## config.mk

```make
export PLATFORM = sky130hd
export DESIGN_NAME = mocs_top
export DESIGN_NICKNAME = d
export VERILOG_FILES = /design/src/hw/mocs_div.v /design/src/hw/mocs_sqgen.v /design/src/hw/mocs_top.v
export VERILOG_INCLUDE_DIRS = /design/src /design/src/hw
export SDC_FILE = /design/constraint.sdc
export NUM_CORES = 2
export LEC_CHECK = 0
export BUFFER_PORTS_ARGS = -buffer_cell sky130_fd_sc_hd__buf_2
export CAP_MARGIN = 40
export CORE_MARGIN = 2
export CORE_UTILIZATION = 30
export DETAILED_ROUTE_END_ITERATION = 10
export PLACE_DENSITY = 0.57
export SLEW_MARGIN = 15
export SYNTH_ARGS = -nofsm -noshare
export SYNTH_HDL_FRONTEND = slang
export SYNTH_SLANG_ARGS = --single-unit
```

## constraint.sdc

```tcl
create_clock -name clk -period 9.9 [get_ports clk]
set_input_delay 0.99 -clock clk [delete_from_list [all_inputs] [get_ports clk]]
set_output_delay 0.99 -clock clk [all_outputs]
set_load 0.005 [all_outputs]
```

## src/hw/mocs_defs.vh

```
`ifndef MOCS_DEFS_VH
`define MOCS_DEFS_VH

// Host word offsets
`define MOCS_ADDR_ANALOG_DATA 16'h0007
`define MOCS_ADDR_PULSE_DATA 16'h000A
`define MOCS_DATA_RESET 16'h0000

// Timing and scale
`define MOCS_CLK_HZ 40'd125000000
`define MOCS_RATE_UNIT 40'd100
`define MOCS_UPDATE_NS 1000000
`define MOCS_CLK_PERIOD_NS 8
`define MOCS_UPDATE_CYCLES (`MOCS_UPDATE_NS / `MOCS_CLK_PERIOD_NS)
`define MOCS_FULL_PCT 16'h2710
`define MOCS_FULL_MV 40'd100
`define MOCS_COMM_MV_PER_COUNT 20'h0000A
`define MOCS_PULSE_FULL_HZ 40'd144000
`define MOCS_PULSE_DATA_MAX 16'h3840

// Monitor output type
`define MOCS_TYPE_ANALOG 1'b0
`define MOCS_TYPE_PULSE 1'b1

// Analog sources
`define MOCS_SRC_FOUT 4'h0
`define MOCS_SRC_CURRENT 4'h1
`define MOCS_SRC_DCBUS 4'h2
`define MOCS_SRC_TORQUE 4'h3
`define MOCS_SRC_POWER 4'h4
`define MOCS_SRC_VREF 4'h5
`define MOCS_SRC_FREF 4'h6
`define MOCS_SRC_PID 4'h7
`define MOCS_SRC_COMM 4'h8

// Pulse scaling codes
`define MOCS_PULSE_FREF_BASE 6'h28
`define MOCS_PULSE_FREF_LAST 6'h2D
`define MOCS_PULSE_COMM 6'h32

// Carrier codes and fixed rates in 0.01 Hz
`define MOCS_CARRIER_2K5 4'h1
`define MOCS_CARRIER_5K0 4'h2
`define MOCS_CARRIER_7K5 4'h3
`define MOCS_CARRIER_10K 4'h4
`define MOCS_CARRIER_12F 4'h7
`define MOCS_CARRIER_24F 4'h8
`define MOCS_CARRIER_36F 4'h9
`define MOCS_CARRIER_14K 4'hC
`define MOCS_CARRIER_TRACK_BIAS 4'h4
`define MOCS_RATE_2K5 24'h03D090
`define MOCS_RATE_5K0 24'h07A120
`define MOCS_RATE_7K5 24'h0B71B0
`define MOCS_RATE_10K 24'h0F4240
`define MOCS_RATE_14K 24'h155CC0

// Reset and factory values
`define MOCS_GAIN_RESET 8'h64
`define MOCS_SRC_RESET 4'h0
`define MOCS_PULSE_RESET 6'h00
`define MOCS_CARRIER_RESET 4'h4
`define MOCS_CARRIER_LARGE 4'h3

`endif

```

## src/hw/mocs_div.v

```verilog
`timescale 1ns/10ps
`default_nettype none
// Restoring divider, one quotient bit per clock
module mocs_div #(
	parameter W = 40
) (
	// Clock and reset
	input wire clk,
	input wire nrst,
	// Request
	input wire start,
	input wire [W-1:0] num,
	input wire [W-1:0] den,
	// Answer
	output reg busy,
	output reg done,
	output reg [W-1:0] quot
);
	reg [W-1:0] rem_reg;
	reg [W-1:0] den_reg;
	localparam [6:0] STEPS = W;
	reg [6:0] cnt_reg;
	wire [W:0] trial = {rem_reg[W-2:0], quot[W-1]} - {1'b0, den_reg};

	always @(posedge clk or negedge nrst) begin
		if (!nrst) begin
			busy <= 1'b0;
			done <= 1'b0;
			quot <= {W{1'b0}};
			rem_reg <= {W{1'b0}};
			den_reg <= {W{1'b0}};
			cnt_reg <= 7'h00;
		end else begin
			done <= 1'b0;
			if (start && !busy) begin
				busy <= 1'b1;
				quot <= num;
				rem_reg <= {W{1'b0}};
				den_reg <= den;
				cnt_reg <= STEPS;
			end else if (busy) begin
				if (trial[W]) begin
					rem_reg <= {rem_reg[W-2:0], quot[W-1]};
					quot <= {quot[W-2:0], 1'b0};
				end else begin
					rem_reg <= trial[W-1:0];
					quot <= {quot[W-2:0], 1'b1};
				end
				cnt_reg <= cnt_reg - 7'h01;
				if (cnt_reg == 7'h01) begin
					busy <= 1'b0;
					done <= 1'b1;
				end
			end
		end
	end
endmodule
`default_nettype wire

```

## src/hw/mocs_sqgen.v

```verilog
`timescale 1ns/10ps
`default_nettype none
// Square wave of even duty; a half period of zero stops it low
module mocs_sqgen #(
	parameter HW = 33
) (
	// Clock and reset
	input wire clk,
	input wire nrst,
	// Half period in clocks
	input wire [HW-1:0] half_period,
	// Wave
	output reg wave
);
	reg [HW-1:0] cnt_reg;

	always @(posedge clk or negedge nrst) begin
		if (!nrst) begin
			cnt_reg <= {HW{1'b0}};
			wave <= 1'b0;
		end else if (half_period == {HW{1'b0}}) begin
			cnt_reg <= {HW{1'b0}};
			wave <= 1'b0;
		end else if (cnt_reg + {{(HW-1){1'b0}}, 1'b1} >= half_period) begin
			cnt_reg <= {HW{1'b0}};
			wave <= ~wave;
		end else begin
			cnt_reg <= cnt_reg + {{(HW-1){1'b0}}, 1'b1};
		end
	end
endmodule
`default_nettype wire

```

## src/hw/mocs_top.v

```verilog
`timescale 1ns/10ps
`default_nettype none
`include "mocs_defs.vh"
module mocs_top #(
	parameter UPDATE_CYCLES = `MOCS_UPDATE_CYCLES
) (
	// Clock and reset
	input wire clk,
	input wire nrst,
	// Settings, loaded on set_wr
	input wire set_wr,
	input wire [3:0] analog_source_select,
	input wire monitor_output_type,
	input wire [1:0] monitor_output_type_raw_hi,
	input wire [7:0] analog_output_gain,
	input wire [5:0] pulse_scaling_select,
	input wire [3:0] carrier_select,
	input wire [15:0] max_output_frequency,
	input wire [15:0] reference_lower_limit,
	input wire [15:0] min_output_frequency,
	// Factory initialisation
	input wire factory_init,
	input wire capacity_large,
	// Drive quantities, frequencies in 0.01 Hz, others in 0.01 %
	input wire [15:0] output_frequency,
	input wire [15:0] output_current,
	input wire [15:0] dc_bus_voltage,
	input wire [15:0] torque,
	input wire [15:0] output_power,
	input wire [15:0] output_voltage_ref,
	input wire [15:0] frequency_reference,
	input wire [15:0] pid_feedback,
	// Start sequencing
	input wire run_cmd,
	input wire hold_cmd,
	output reg run_enable,
	output reg [15:0] run_frequency,
	// Host data words
	input wire host_wr,
	input wire host_rd,
	input wire [15:0] host_addr,
	input wire [15:0] host_wdata,
	output reg [15:0] host_rdata,
	// Monitor output terminals
	output reg [15:0] analog_mv,
	output reg monitor_pulse,
	// Carrier
	output reg carrier_out,
	output reg [3:0] carrier_code
);
	localparam S_IDLE = 5'b00001;
	localparam S_ANA = 5'b00010;
	localparam S_PRATE = 5'b00100;
	localparam S_PPER = 5'b01000;
	localparam S_CPER = 5'b10000;
	localparam [39:0] HALF_NUM = `MOCS_CLK_HZ * `MOCS_RATE_UNIT / 40'd2;

	// Multiplier for a scaling index; 0 means the 1440 Hz full-scale mode
	function [5:0] mult_of;
		input [2:0] idx;
		begin
			case (idx)
				3'h1: mult_of = 6'h01;
				3'h2: mult_of = 6'h06;
				3'h3: mult_of = 6'h0C;
				3'h4: mult_of = 6'h18;
				3'h5: mult_of = 6'h24;
				default: mult_of = 6'h00;
			endcase
		end
	endfunction

	// Index of a pulse scaling code within its group of six
	function [2:0] pulse_idx;
		input [5:0] code;
		begin
			case (code)
				6'h01: pulse_idx = 3'h1;
				6'h06: pulse_idx = 3'h2;
				6'h0C: pulse_idx = 3'h3;
				6'h18: pulse_idx = 3'h4;
				6'h24: pulse_idx = 3'h5;
				default: pulse_idx = 3'h0;
			endcase
		end
	endfunction

	reg [3:0] src_reg;
	reg type_reg;
	reg [7:0] gain_reg;
	reg [5:0] pscale_reg;
	reg [15:0] fmax_reg;
	reg [15:0] lower_reg;
	reg [15:0] fmin_reg;
	reg [15:0] adata_reg;
	reg [15:0] pdata_reg;
	reg run_d_reg;
	reg hold_start_reg;
	reg [31:0] tick_cnt_reg;
	reg [4:0] state_reg;
	reg div_start_reg;
	reg [39:0] div_num_reg;
	reg [39:0] div_den_reg;
	reg [32:0] phalf_reg;
	reg [32:0] chalf_reg;
	reg pulse_code_ok;
	reg [2:0] pidx;
	reg [15:0] pulse_base;
	reg [15:0] ana_q;
	reg [15:0] ana_fs;
	reg [23:0] carrier_rate;
	wire div_done;
	wire [39:0] div_quot;
	wire mon_wave;
	wire car_wave;
	wire carrier_code_ok = (carrier_select == `MOCS_CARRIER_2K5) || (carrier_select == `MOCS_CARRIER_5K0) ||
		(carrier_select == `MOCS_CARRIER_7K5) || (carrier_select == `MOCS_CARRIER_10K) ||
		(carrier_select == `MOCS_CARRIER_12F) || (carrier_select == `MOCS_CARRIER_24F) ||
		(carrier_select == `MOCS_CARRIER_36F) || (carrier_select == `MOCS_CARRIER_14K);
	wire tick = (tick_cnt_reg == UPDATE_CYCLES - 1);
	wire [15:0] pdata_cap = (pdata_reg > `MOCS_PULSE_DATA_MAX) ? `MOCS_PULSE_DATA_MAX : pdata_reg;
	wire [5:0] pfref_off = pscale_reg - `MOCS_PULSE_FREF_BASE;
	wire [19:0] comm_mv = adata_reg * `MOCS_COMM_MV_PER_COUNT;
	wire [3:0] car_off = carrier_code - `MOCS_CARRIER_TRACK_BIAS;

	// Pulse source and scaling decode
	always @* begin
		pulse_code_ok = 1'b1;
		pidx = 3'h0;
		pulse_base = output_frequency;
		if (pscale_reg >= `MOCS_PULSE_FREF_BASE && pscale_reg <= `MOCS_PULSE_FREF_LAST) begin
			pidx = pfref_off[2:0];
			pulse_base = frequency_reference;
		end else if (pscale_reg == `MOCS_PULSE_COMM) begin
			pulse_code_ok = 1'b1;
		end else begin
			pidx = pulse_idx(pscale_reg);
			pulse_code_ok = (pscale_reg == 6'h00) || (pidx != 3'h0);
		end
	end

	// Analog source mux
	always @* begin
		ana_fs = `MOCS_FULL_PCT;
		case (src_reg)
			`MOCS_SRC_FOUT: begin
				ana_q = output_frequency;
				ana_fs = fmax_reg;
			end
			`MOCS_SRC_CURRENT: ana_q = output_current;
			`MOCS_SRC_DCBUS: ana_q = dc_bus_voltage;
			`MOCS_SRC_TORQUE: ana_q = torque;
			`MOCS_SRC_POWER: ana_q = output_power;
			`MOCS_SRC_VREF: ana_q = output_voltage_ref;
			`MOCS_SRC_FREF: begin
				ana_q = frequency_reference;
				ana_fs = fmax_reg;
			end
			`MOCS_SRC_PID: begin
				ana_q = pid_feedback;
				ana_fs = fmax_reg;
			end
			`MOCS_SRC_COMM: ana_q = comm_mv[15:0];
			default: ana_q = 16'h0000;
		endcase
	end

	// Carrier rate in 0.01 Hz
	always @* begin
		case (carrier_code)
			`MOCS_CARRIER_2K5: carrier_rate = `MOCS_RATE_2K5;
			`MOCS_CARRIER_5K0: carrier_rate = `MOCS_RATE_5K0;
			`MOCS_CARRIER_7K5: carrier_rate = `MOCS_RATE_7K5;
			`MOCS_CARRIER_10K: carrier_rate = `MOCS_RATE_10K;
			`MOCS_CARRIER_14K: carrier_rate = `MOCS_RATE_14K;
			`MOCS_CARRIER_12F, `MOCS_CARRIER_24F, `MOCS_CARRIER_36F:
				carrier_rate = {8'h00, output_frequency} *
					{18'h00000, mult_of(car_off[2:0])};
			default: carrier_rate = 24'h000000;
		endcase
	end

	// Settings and host words
	always @(posedge clk or negedge nrst) begin
		if (!nrst) begin
			src_reg <= `MOCS_SRC_RESET;
			type_reg <= `MOCS_TYPE_ANALOG;
			gain_reg <= `MOCS_GAIN_RESET;
			pscale_reg <= `MOCS_PULSE_RESET;
			carrier_code <= `MOCS_CARRIER_RESET;
			fmax_reg <= 16'h0000;
			lower_reg <= 16'h0000;
			fmin_reg <= 16'h0000;
			adata_reg <= `MOCS_DATA_RESET;
			pdata_reg <= `MOCS_DATA_RESET;
			host_rdata <= 16'h0000;
		end else begin
			if (factory_init) begin
				type_reg <= `MOCS_TYPE_ANALOG;
				gain_reg <= `MOCS_GAIN_RESET;
				pscale_reg <= `MOCS_PULSE_RESET;
				src_reg <= `MOCS_SRC_RESET;
				carrier_code <= capacity_large ? `MOCS_CARRIER_LARGE : `MOCS_CARRIER_RESET;
			end else if (set_wr) begin
				if (analog_source_select <= `MOCS_SRC_COMM)
					src_reg <= analog_source_select;
				if (monitor_output_type_raw_hi == 2'b00)
					type_reg <= monitor_output_type;
				gain_reg <= analog_output_gain;
				pscale_reg <= pulse_scaling_select;
				if (carrier_code_ok)
					carrier_code <= carrier_select;
				fmax_reg <= max_output_frequency;
				lower_reg <= reference_lower_limit;
				fmin_reg <= min_output_frequency;
			end
			if (host_wr && host_addr == `MOCS_ADDR_ANALOG_DATA)
				adata_reg <= host_wdata;
			if (host_wr && host_addr == `MOCS_ADDR_PULSE_DATA)
				pdata_reg <= host_wdata;
			if (host_rd) begin
				if (host_addr == `MOCS_ADDR_ANALOG_DATA)
					host_rdata <= adata_reg;
				else if (host_addr == `MOCS_ADDR_PULSE_DATA)
					host_rdata <= pdata_reg;
				else
					host_rdata <= 16'h0000;
			end
		end
	end

	// Start with ramp hold
	always @(posedge clk or negedge nrst) begin
		if (!nrst) begin
			run_d_reg <= 1'b0;
			hold_start_reg <= 1'b0;
			run_enable <= 1'b0;
			run_frequency <= 16'h0000;
		end else begin
			run_d_reg <= run_cmd;
			if (run_cmd && !run_d_reg)
				hold_start_reg <= hold_cmd;
			if (!run_cmd) begin
				run_enable <= 1'b0;
				run_frequency <= 16'h0000;
			end else if ((run_d_reg ? hold_start_reg : hold_cmd)) begin
				run_enable <= (lower_reg >= fmin_reg);
				run_frequency <= (lower_reg >= fmin_reg) ? lower_reg : 16'h0000;
			end else begin
				run_enable <= 1'b1;
				run_frequency <= frequency_reference;
			end
		end
	end

	// Update sequencer sharing one divider
	always @(posedge clk or negedge nrst) begin
		if (!nrst) begin
			tick_cnt_reg <= 32'h00000000;
			state_reg <= S_IDLE;
			div_start_reg <= 1'b0;
			div_num_reg <= 40'h0000000000;
			div_den_reg <= 40'h0000000000;
			analog_mv <= 16'h0000;
			phalf_reg <= 33'h000000000;
			chalf_reg <= 33'h000000000;
		end else begin
			tick_cnt_reg <= tick ? 32'h00000000 : tick_cnt_reg + 32'h00000001;
			div_start_reg <= 1'b0;
			case (state_reg)
				S_IDLE: begin
					if (tick) begin
						div_num_reg <= {8'h00, ana_q} * {32'h00000000, gain_reg} * `MOCS_FULL_MV;
						div_den_reg <= {24'h000000, ana_fs};
						div_start_reg <= 1'b1;
						state_reg <= S_ANA;
					end
				end
				S_ANA: begin
					if (div_done) begin
						if (type_reg == `MOCS_TYPE_ANALOG && ana_fs != 16'h0000)
							analog_mv <= (div_quot > 40'h000000FFFF) ? 16'hFFFF : div_quot[15:0];
						else
							analog_mv <= 16'h0000;
						if (type_reg != `MOCS_TYPE_PULSE || !pulse_code_ok) begin
							phalf_reg <= 33'h000000000;
							state_reg <= S_CPER;
							div_num_reg <= HALF_NUM;
							div_den_reg <= {16'h0000, carrier_rate};
							div_start_reg <= 1'b1;
						end else if (pscale_reg == `MOCS_PULSE_COMM) begin
							div_num_reg <= HALF_NUM;
							div_den_reg <= {24'h000000, pdata_cap} * `MOCS_RATE_UNIT;
							div_start_reg <= 1'b1;
							state_reg <= S_PPER;
						end else if (pidx == 3'h0) begin
							div_num_reg <= {24'h000000, pulse_base} * `MOCS_PULSE_FULL_HZ;
							div_den_reg <= {24'h000000, fmax_reg};
							div_start_reg <= 1'b1;
							state_reg <= S_PRATE;
						end else begin
							div_num_reg <= HALF_NUM;
							div_den_reg <= {24'h000000, pulse_base} * {34'h000000000, mult_of(pidx)};
							div_start_reg <= 1'b1;
							state_reg <= S_PPER;
						end
					end
				end
				S_PRATE: begin
					if (div_done) begin
						div_num_reg <= HALF_NUM;
						div_den_reg <= (fmax_reg == 16'h0000) ? 40'h0000000000 : div_quot;
						div_start_reg <= 1'b1;
						state_reg <= S_PPER;
					end
				end
				S_PPER: begin
					if (div_done) begin
						phalf_reg <= (div_den_reg == 40'h0000000000) ? 33'h000000000 : div_quot[32:0];
						div_num_reg <= HALF_NUM;
						div_den_reg <= {16'h0000, carrier_rate};
						div_start_reg <= 1'b1;
						state_reg <= S_CPER;
					end
				end
				S_CPER: begin
					if (div_done) begin
						chalf_reg <= (div_den_reg == 40'h0000000000) ? 33'h000000000 : div_quot[32:0];
						state_reg <= S_IDLE;
					end
				end
				default: state_reg <= S_IDLE;
			endcase
		end
	end

	mocs_div #(.W(40)) u_div (
		.clk(clk),
		.nrst(nrst),
		.start(div_start_reg),
		.num(div_num_reg),
		.den(div_den_reg),
		.busy(),
		.done(div_done),
		.quot(div_quot)
	);

	mocs_sqgen #(.HW(33)) u_mon (
		.clk(clk),
		.nrst(nrst),
		.half_period(phalf_reg),
		.wave(mon_wave)
	);

	mocs_sqgen #(.HW(33)) u_car (
		.clk(clk),
		.nrst(nrst),
		.half_period(chalf_reg),
		.wave(car_wave)
	);

	// Registered terminal drivers
	always @(posedge clk or negedge nrst) begin
		if (!nrst) begin
			monitor_pulse <= 1'b0;
			carrier_out <= 1'b0;
		end else begin
			monitor_pulse <= mon_wave;
			carrier_out <= car_wave;
		end
	end
endmodule
`default_nettype wire

```

==> metrics.md <==
| Metric | Value |
|---|---|
| Status | finished clean |
| Hold crit path type | input port to asynchronous set/reset pin |
| Slowest-stage cell, CP | fa_1 |
| Clock root buffer | clkbuf_16 |
| Slew HR | 34.9% |
| Number of I/O pins | 297 |
| Area post-placement | 49,800 um2 |
| Fin area | 52,000 um2 |
| Nets | 6,306 |
| Dpl hpwl | 114 mm |
| DR iter-0 viols | 2,722 |
| Post-Route WL | 145 mm |
| Vias in the first global route | 37.7k |
| Internal | 8170 uW |
| Mux cell area share after synthesis | 4.07% |
| Drt drc | 0 |
| Global-route usage over all layers | 18.3% |
| Core ar. | 152,000 um2 |
| WP depth | 37 |
| Vias/cell | 5.13 |
| Critical path type | flip-flop to flip-flop |
| Area growth, synth to finish | 13.8% |
| Worst reg-to-reg setup slack | 0.45 ns |
| Register area share after synthesis | 28.9% |
| Share of layout cells above drive strength 1 | 12.0% |
| Row count | 143 |
| Worst path required time | 10.38 ns |
| # setup viols final | 0 |
| Yosys cell types | 90 |
| Leakage power | 0.0256 uW |
| Clk pwr share | 14.3% |
| Post-DRT Antenna Nets | 0 |
| Clock Skew | 0.0724 ns |
| CTS HTree Levels | 2 |
| Crit path time final | 9.45 ns |
| Pin count of the biggest net entering global routing | 164 |
| Crit Reg-Reg Endpoint | div_num_reg[26] |
| CP startpoint | adata_reg[1] |
| Inserted Clock Buffers | 58 |
| Peak VDD IR | 1240 uV |
| Critical path startpoint category | flip-flop |
| Number of synthesized flops with an enable pin | 0 |
| Area of the multi-input gates | 29,800 um2 |
| Synthesis Warnings | 0 |
| Largest family of logic cells by synthesized area | adder cells |
| R2r startpoint | adata_reg[1] |
| Critical path's top delay family | adder cells |
| Synth Area in XOR/XNOR | 4.73% |
| Die H | 394 um |
| RSZ-0062 raised after global routing | true |
| WHS | 0.313 ns |
| CP Buf/Inv Count | 4 |
| Cells after Synth | 5,069 |
| Synth Area in Compound Gates | 14.4% |
| Slew @ Worst Pin | 0.977 ns |
| Data arrival, critical path | 9.92 ns |
| Post-Syn Area | 45,700 um2 |
| Flops & latches, synth | 528 |
| I/O Buffers | 296 |
| Slowest cell delay on critical path | 0.55 ns |
| CTS max path bufs | 3 |
| Register area | 13,200 um2 |
| Drt pass-1 iters | 10 |
| # hold bufs at CTS | 0 |
| Total of max-cap violations | 0 |
| Reg power frac | 14.2% |
| Worst Setup End Kind | flip-flop |
| Vias | 38.0k |
| Slew Limit Fails | 0 |
| Setup tns final | 0 ns |
| Later-pin clock latency in the skew report | 0.70 ns |
| GP Congestion | 0.920 |
| First-pass GRT wire length | 224 mm |
| Number of hold violations in the final report | 0 |
| Initial Util | 30.1% |
| Logic gate share of total power | 71.5% |
| Simple-Gate Fraction of Synth Area | 16.9% |
| Primary FF master, synth | dfrtp_1 |
| Psw | 7840 uW |
| Synth Area in Adders | 24.6% |
| Worst R2R Path Depth | 37 |
| Post-route total power | 16,000 uW |
| FILL cells | 15.7k |
| Average wire per standard cell | 19.6 um |
| Asr flop ratio synth | 100% |
| TritonCTS clock tree | done |
| Clock sink total | 528 |
| Clk pin slew, worst setup/hold paths | 0.06 ns |
| Initial antenna violation count | 8 |
| Die area | 155,000 um2 |
| Max Freq | 0.106 GHz |
| Switching fraction of total power | 49.0% |
| Synthesized area per cell | 9.01 um2 |
| Grt ovf | 0 |
| Pwr Density | 308 nW/um2 |
| Die W | 394 um |
| Tcrit/Tclk final | 95.4% |
| Max FO, Critical Path | 5 |
==> worst register-to-register path, delay by kind of cell (launching register included) <==
family / cells / cell delay, ns
AO/OA/AOI/OAI: 14 / 2.58
AND/OR/NAND/NOR: 4 / 0.87
adder cells (fa/ha/maj): 12 / 4.70
flip-flops: 1 / 0.41
buffers and inverters: 4 / 0.19
XOR/XNOR: 3 / 0.55
==> cells in the final DEF, fill, tap and decap left out, types with 13 or more instances in the layout <==
| master | Yosys | routed |
|---|---|---|
| nand2_1 | 655 | 655 |
| inv_1 | 553 | 553 |
| dfrtp_1 | 523 | 520 |
| ha_1 | 479 | 476 |
| buf_2 | 6 | 295 |
| o21ai_0 | 274 | 273 |
| fa_1 | 263 | 263 |
| a21oi_1 | 240 | 233 |
| nor2_1 | 236 | 233 |
| xnor2_1 | 131 | 130 |
| nor2b_1 | 133 | 130 |
| nand3_1 | 122 | 121 |
| and2_1 | 118 | 118 |
| xor2_1 | 114 | 112 |
| mux2i_1 | 88 | 88 |
| mux2_2 | 87 | 87 |
| buf_4 | 4 | 83 |
| a21o_1 | 78 | 78 |
| o22ai_1 | 58 | 58 |
| clkbuf_16 | 0 | 58 |
| nor4_1 | 53 | 51 |
| nor3_1 | 57 | 49 |
| and3_1 | 48 | 48 |
| nand4_1 | 48 | 48 |
| a22o_1 | 46 | 46 |
| nand2b_1 | 41 | 41 |
| a22oi_1 | 33 | 33 |
| a31oi_1 | 33 | 33 |
| o21a_1 | 33 | 32 |
| a221oi_1 | 24 | 24 |
| o21bai_1 | 21 | 21 |
| a222oi_1 | 21 | 21 |
| a211oi_1 | 22 | 21 |
| o211ai_1 | 18 | 18 |
| o31ai_1 | 16 | 16 |
| clkbuf_1 | 167 | 15 |
| or3_1 | 13 | 13 |
==> per-layer routing <==
metal  up-vias  track usage [%]  part of all wire, %
met3       240             2.98                  6.6
met2      1192             28.9                   45
met1     18600             25.0                   45
met5         -                0                0.036
li1      17900                -                    -
met4        10             6.71                  3.8
==> what timing repair did <==
action / CTS / global route
cloned: 0 / 0
gates resized for setup: 1 / 23
pin swaps: 0 / 3
setup buffers: 0 / 2
setup endpoints to repair: 2 / 8
==> power groups by stage <==
stage | clock network, uW | registers [uW] | logic [uW]
final | 2290 | 2280 | 11400
after CTS | 2340 | 2280 | 11200
after detailed placement | 0 | 2320 | 11100
after global placement | 0 | 2320 | 11000
after global routing | 2420 | 2290 | 13000
after floorplan | 0 | 2280 | 8080
==> synthesized netlist by cell type, types with 41 or more instances <==
| cell | instances | area [um2] |
|---|---|---|
| and3_1 | 48 | 300 |
| a22o_1 | 46 | 403 |
| clkbuf_1 | 167 | 627 |
| a21oi_1 | 240 | 1200 |
| fa_1 | 263 | 5270 |
| nand3_1 | 122 | 611 |
| nor3_1 | 57 | 285 |
| dfrtp_1 | 523 | 13100 |
| mux2_2 | 87 | 980 |
| nor2_1 | 236 | 886 |
| nor2b_1 | 133 | 832 |
| o21ai_0 | 274 | 1370 |
| a21o_1 | 78 | 586 |
| mux2i_1 | 88 | 881 |
| nand2b_1 | 41 | 257 |
| xor2_1 | 114 | 998 |
| nand4_1 | 48 | 300 |
| nor4_1 | 53 | 332 |
| ha_1 | 479 | 5990 |
| xnor2_1 | 131 | 1150 |
| nand2_1 | 655 | 2460 |
| o22ai_1 | 58 | 363 |
| and2_1 | 118 | 738 |
| inv_1 | 553 | 2080 |
==> cell families (layout without fill, tap and decap cells) <==
kind of cell / Yosys count / count (layout)
compound gates: 1018 / 1018
xor+xnor: 246 / 246
fa+ha+maj: 742 / 742
buf+inv: 756 / 1050
flops: 528 / 528
mux: 175 / 175
other cells: 2 / 13
simple gates: 1602 / 1602
==> area by class of cell <==
| class | count | share of cell area (%) |
|---|---|---|
| Antenna cell | 6 | 0.0289 |
| Clock buffer | 81 | 3.11 |
| Tap cell | 2030 | 4.89 |
| Clock inverter | 25 | 0.698 |
| Timing Repair Buffer | 389 | 4.47 |
| Inverter | 555 | 4.01 |
| Sequential cell | 528 | 25.4 |
| Multi-Input combinational cell | 3790 | 57.4 |
==> metrics by stage <==
stage                     cells  utilization, %  setup slack (ns)
after floorplan            5074               -             0.825
after global placement     7282            32.8             0.134
after detailed placement   7288            32.9           -0.0208
after CTS                  7394            34.2            0.0488
after global routing       7398            34.3           -0.0940
final                      7404            34.3             0.455
==> worst max path at each step <==
stage / to / slack, ns
2_1_floorplan: div_num_reg[28] / 0.82
3_5_place_dp: div_num_reg[28] / -0.02
4_1_cts: div_num_reg[30] / 0.05
5_1_grt: div_num_reg[28] / -0.09
6_report: div_num_reg[26] / 0.45
3_3_place_gp: div_num_reg[28] / 0.13
Note: power is estimated with default switching activity, not from simulation.
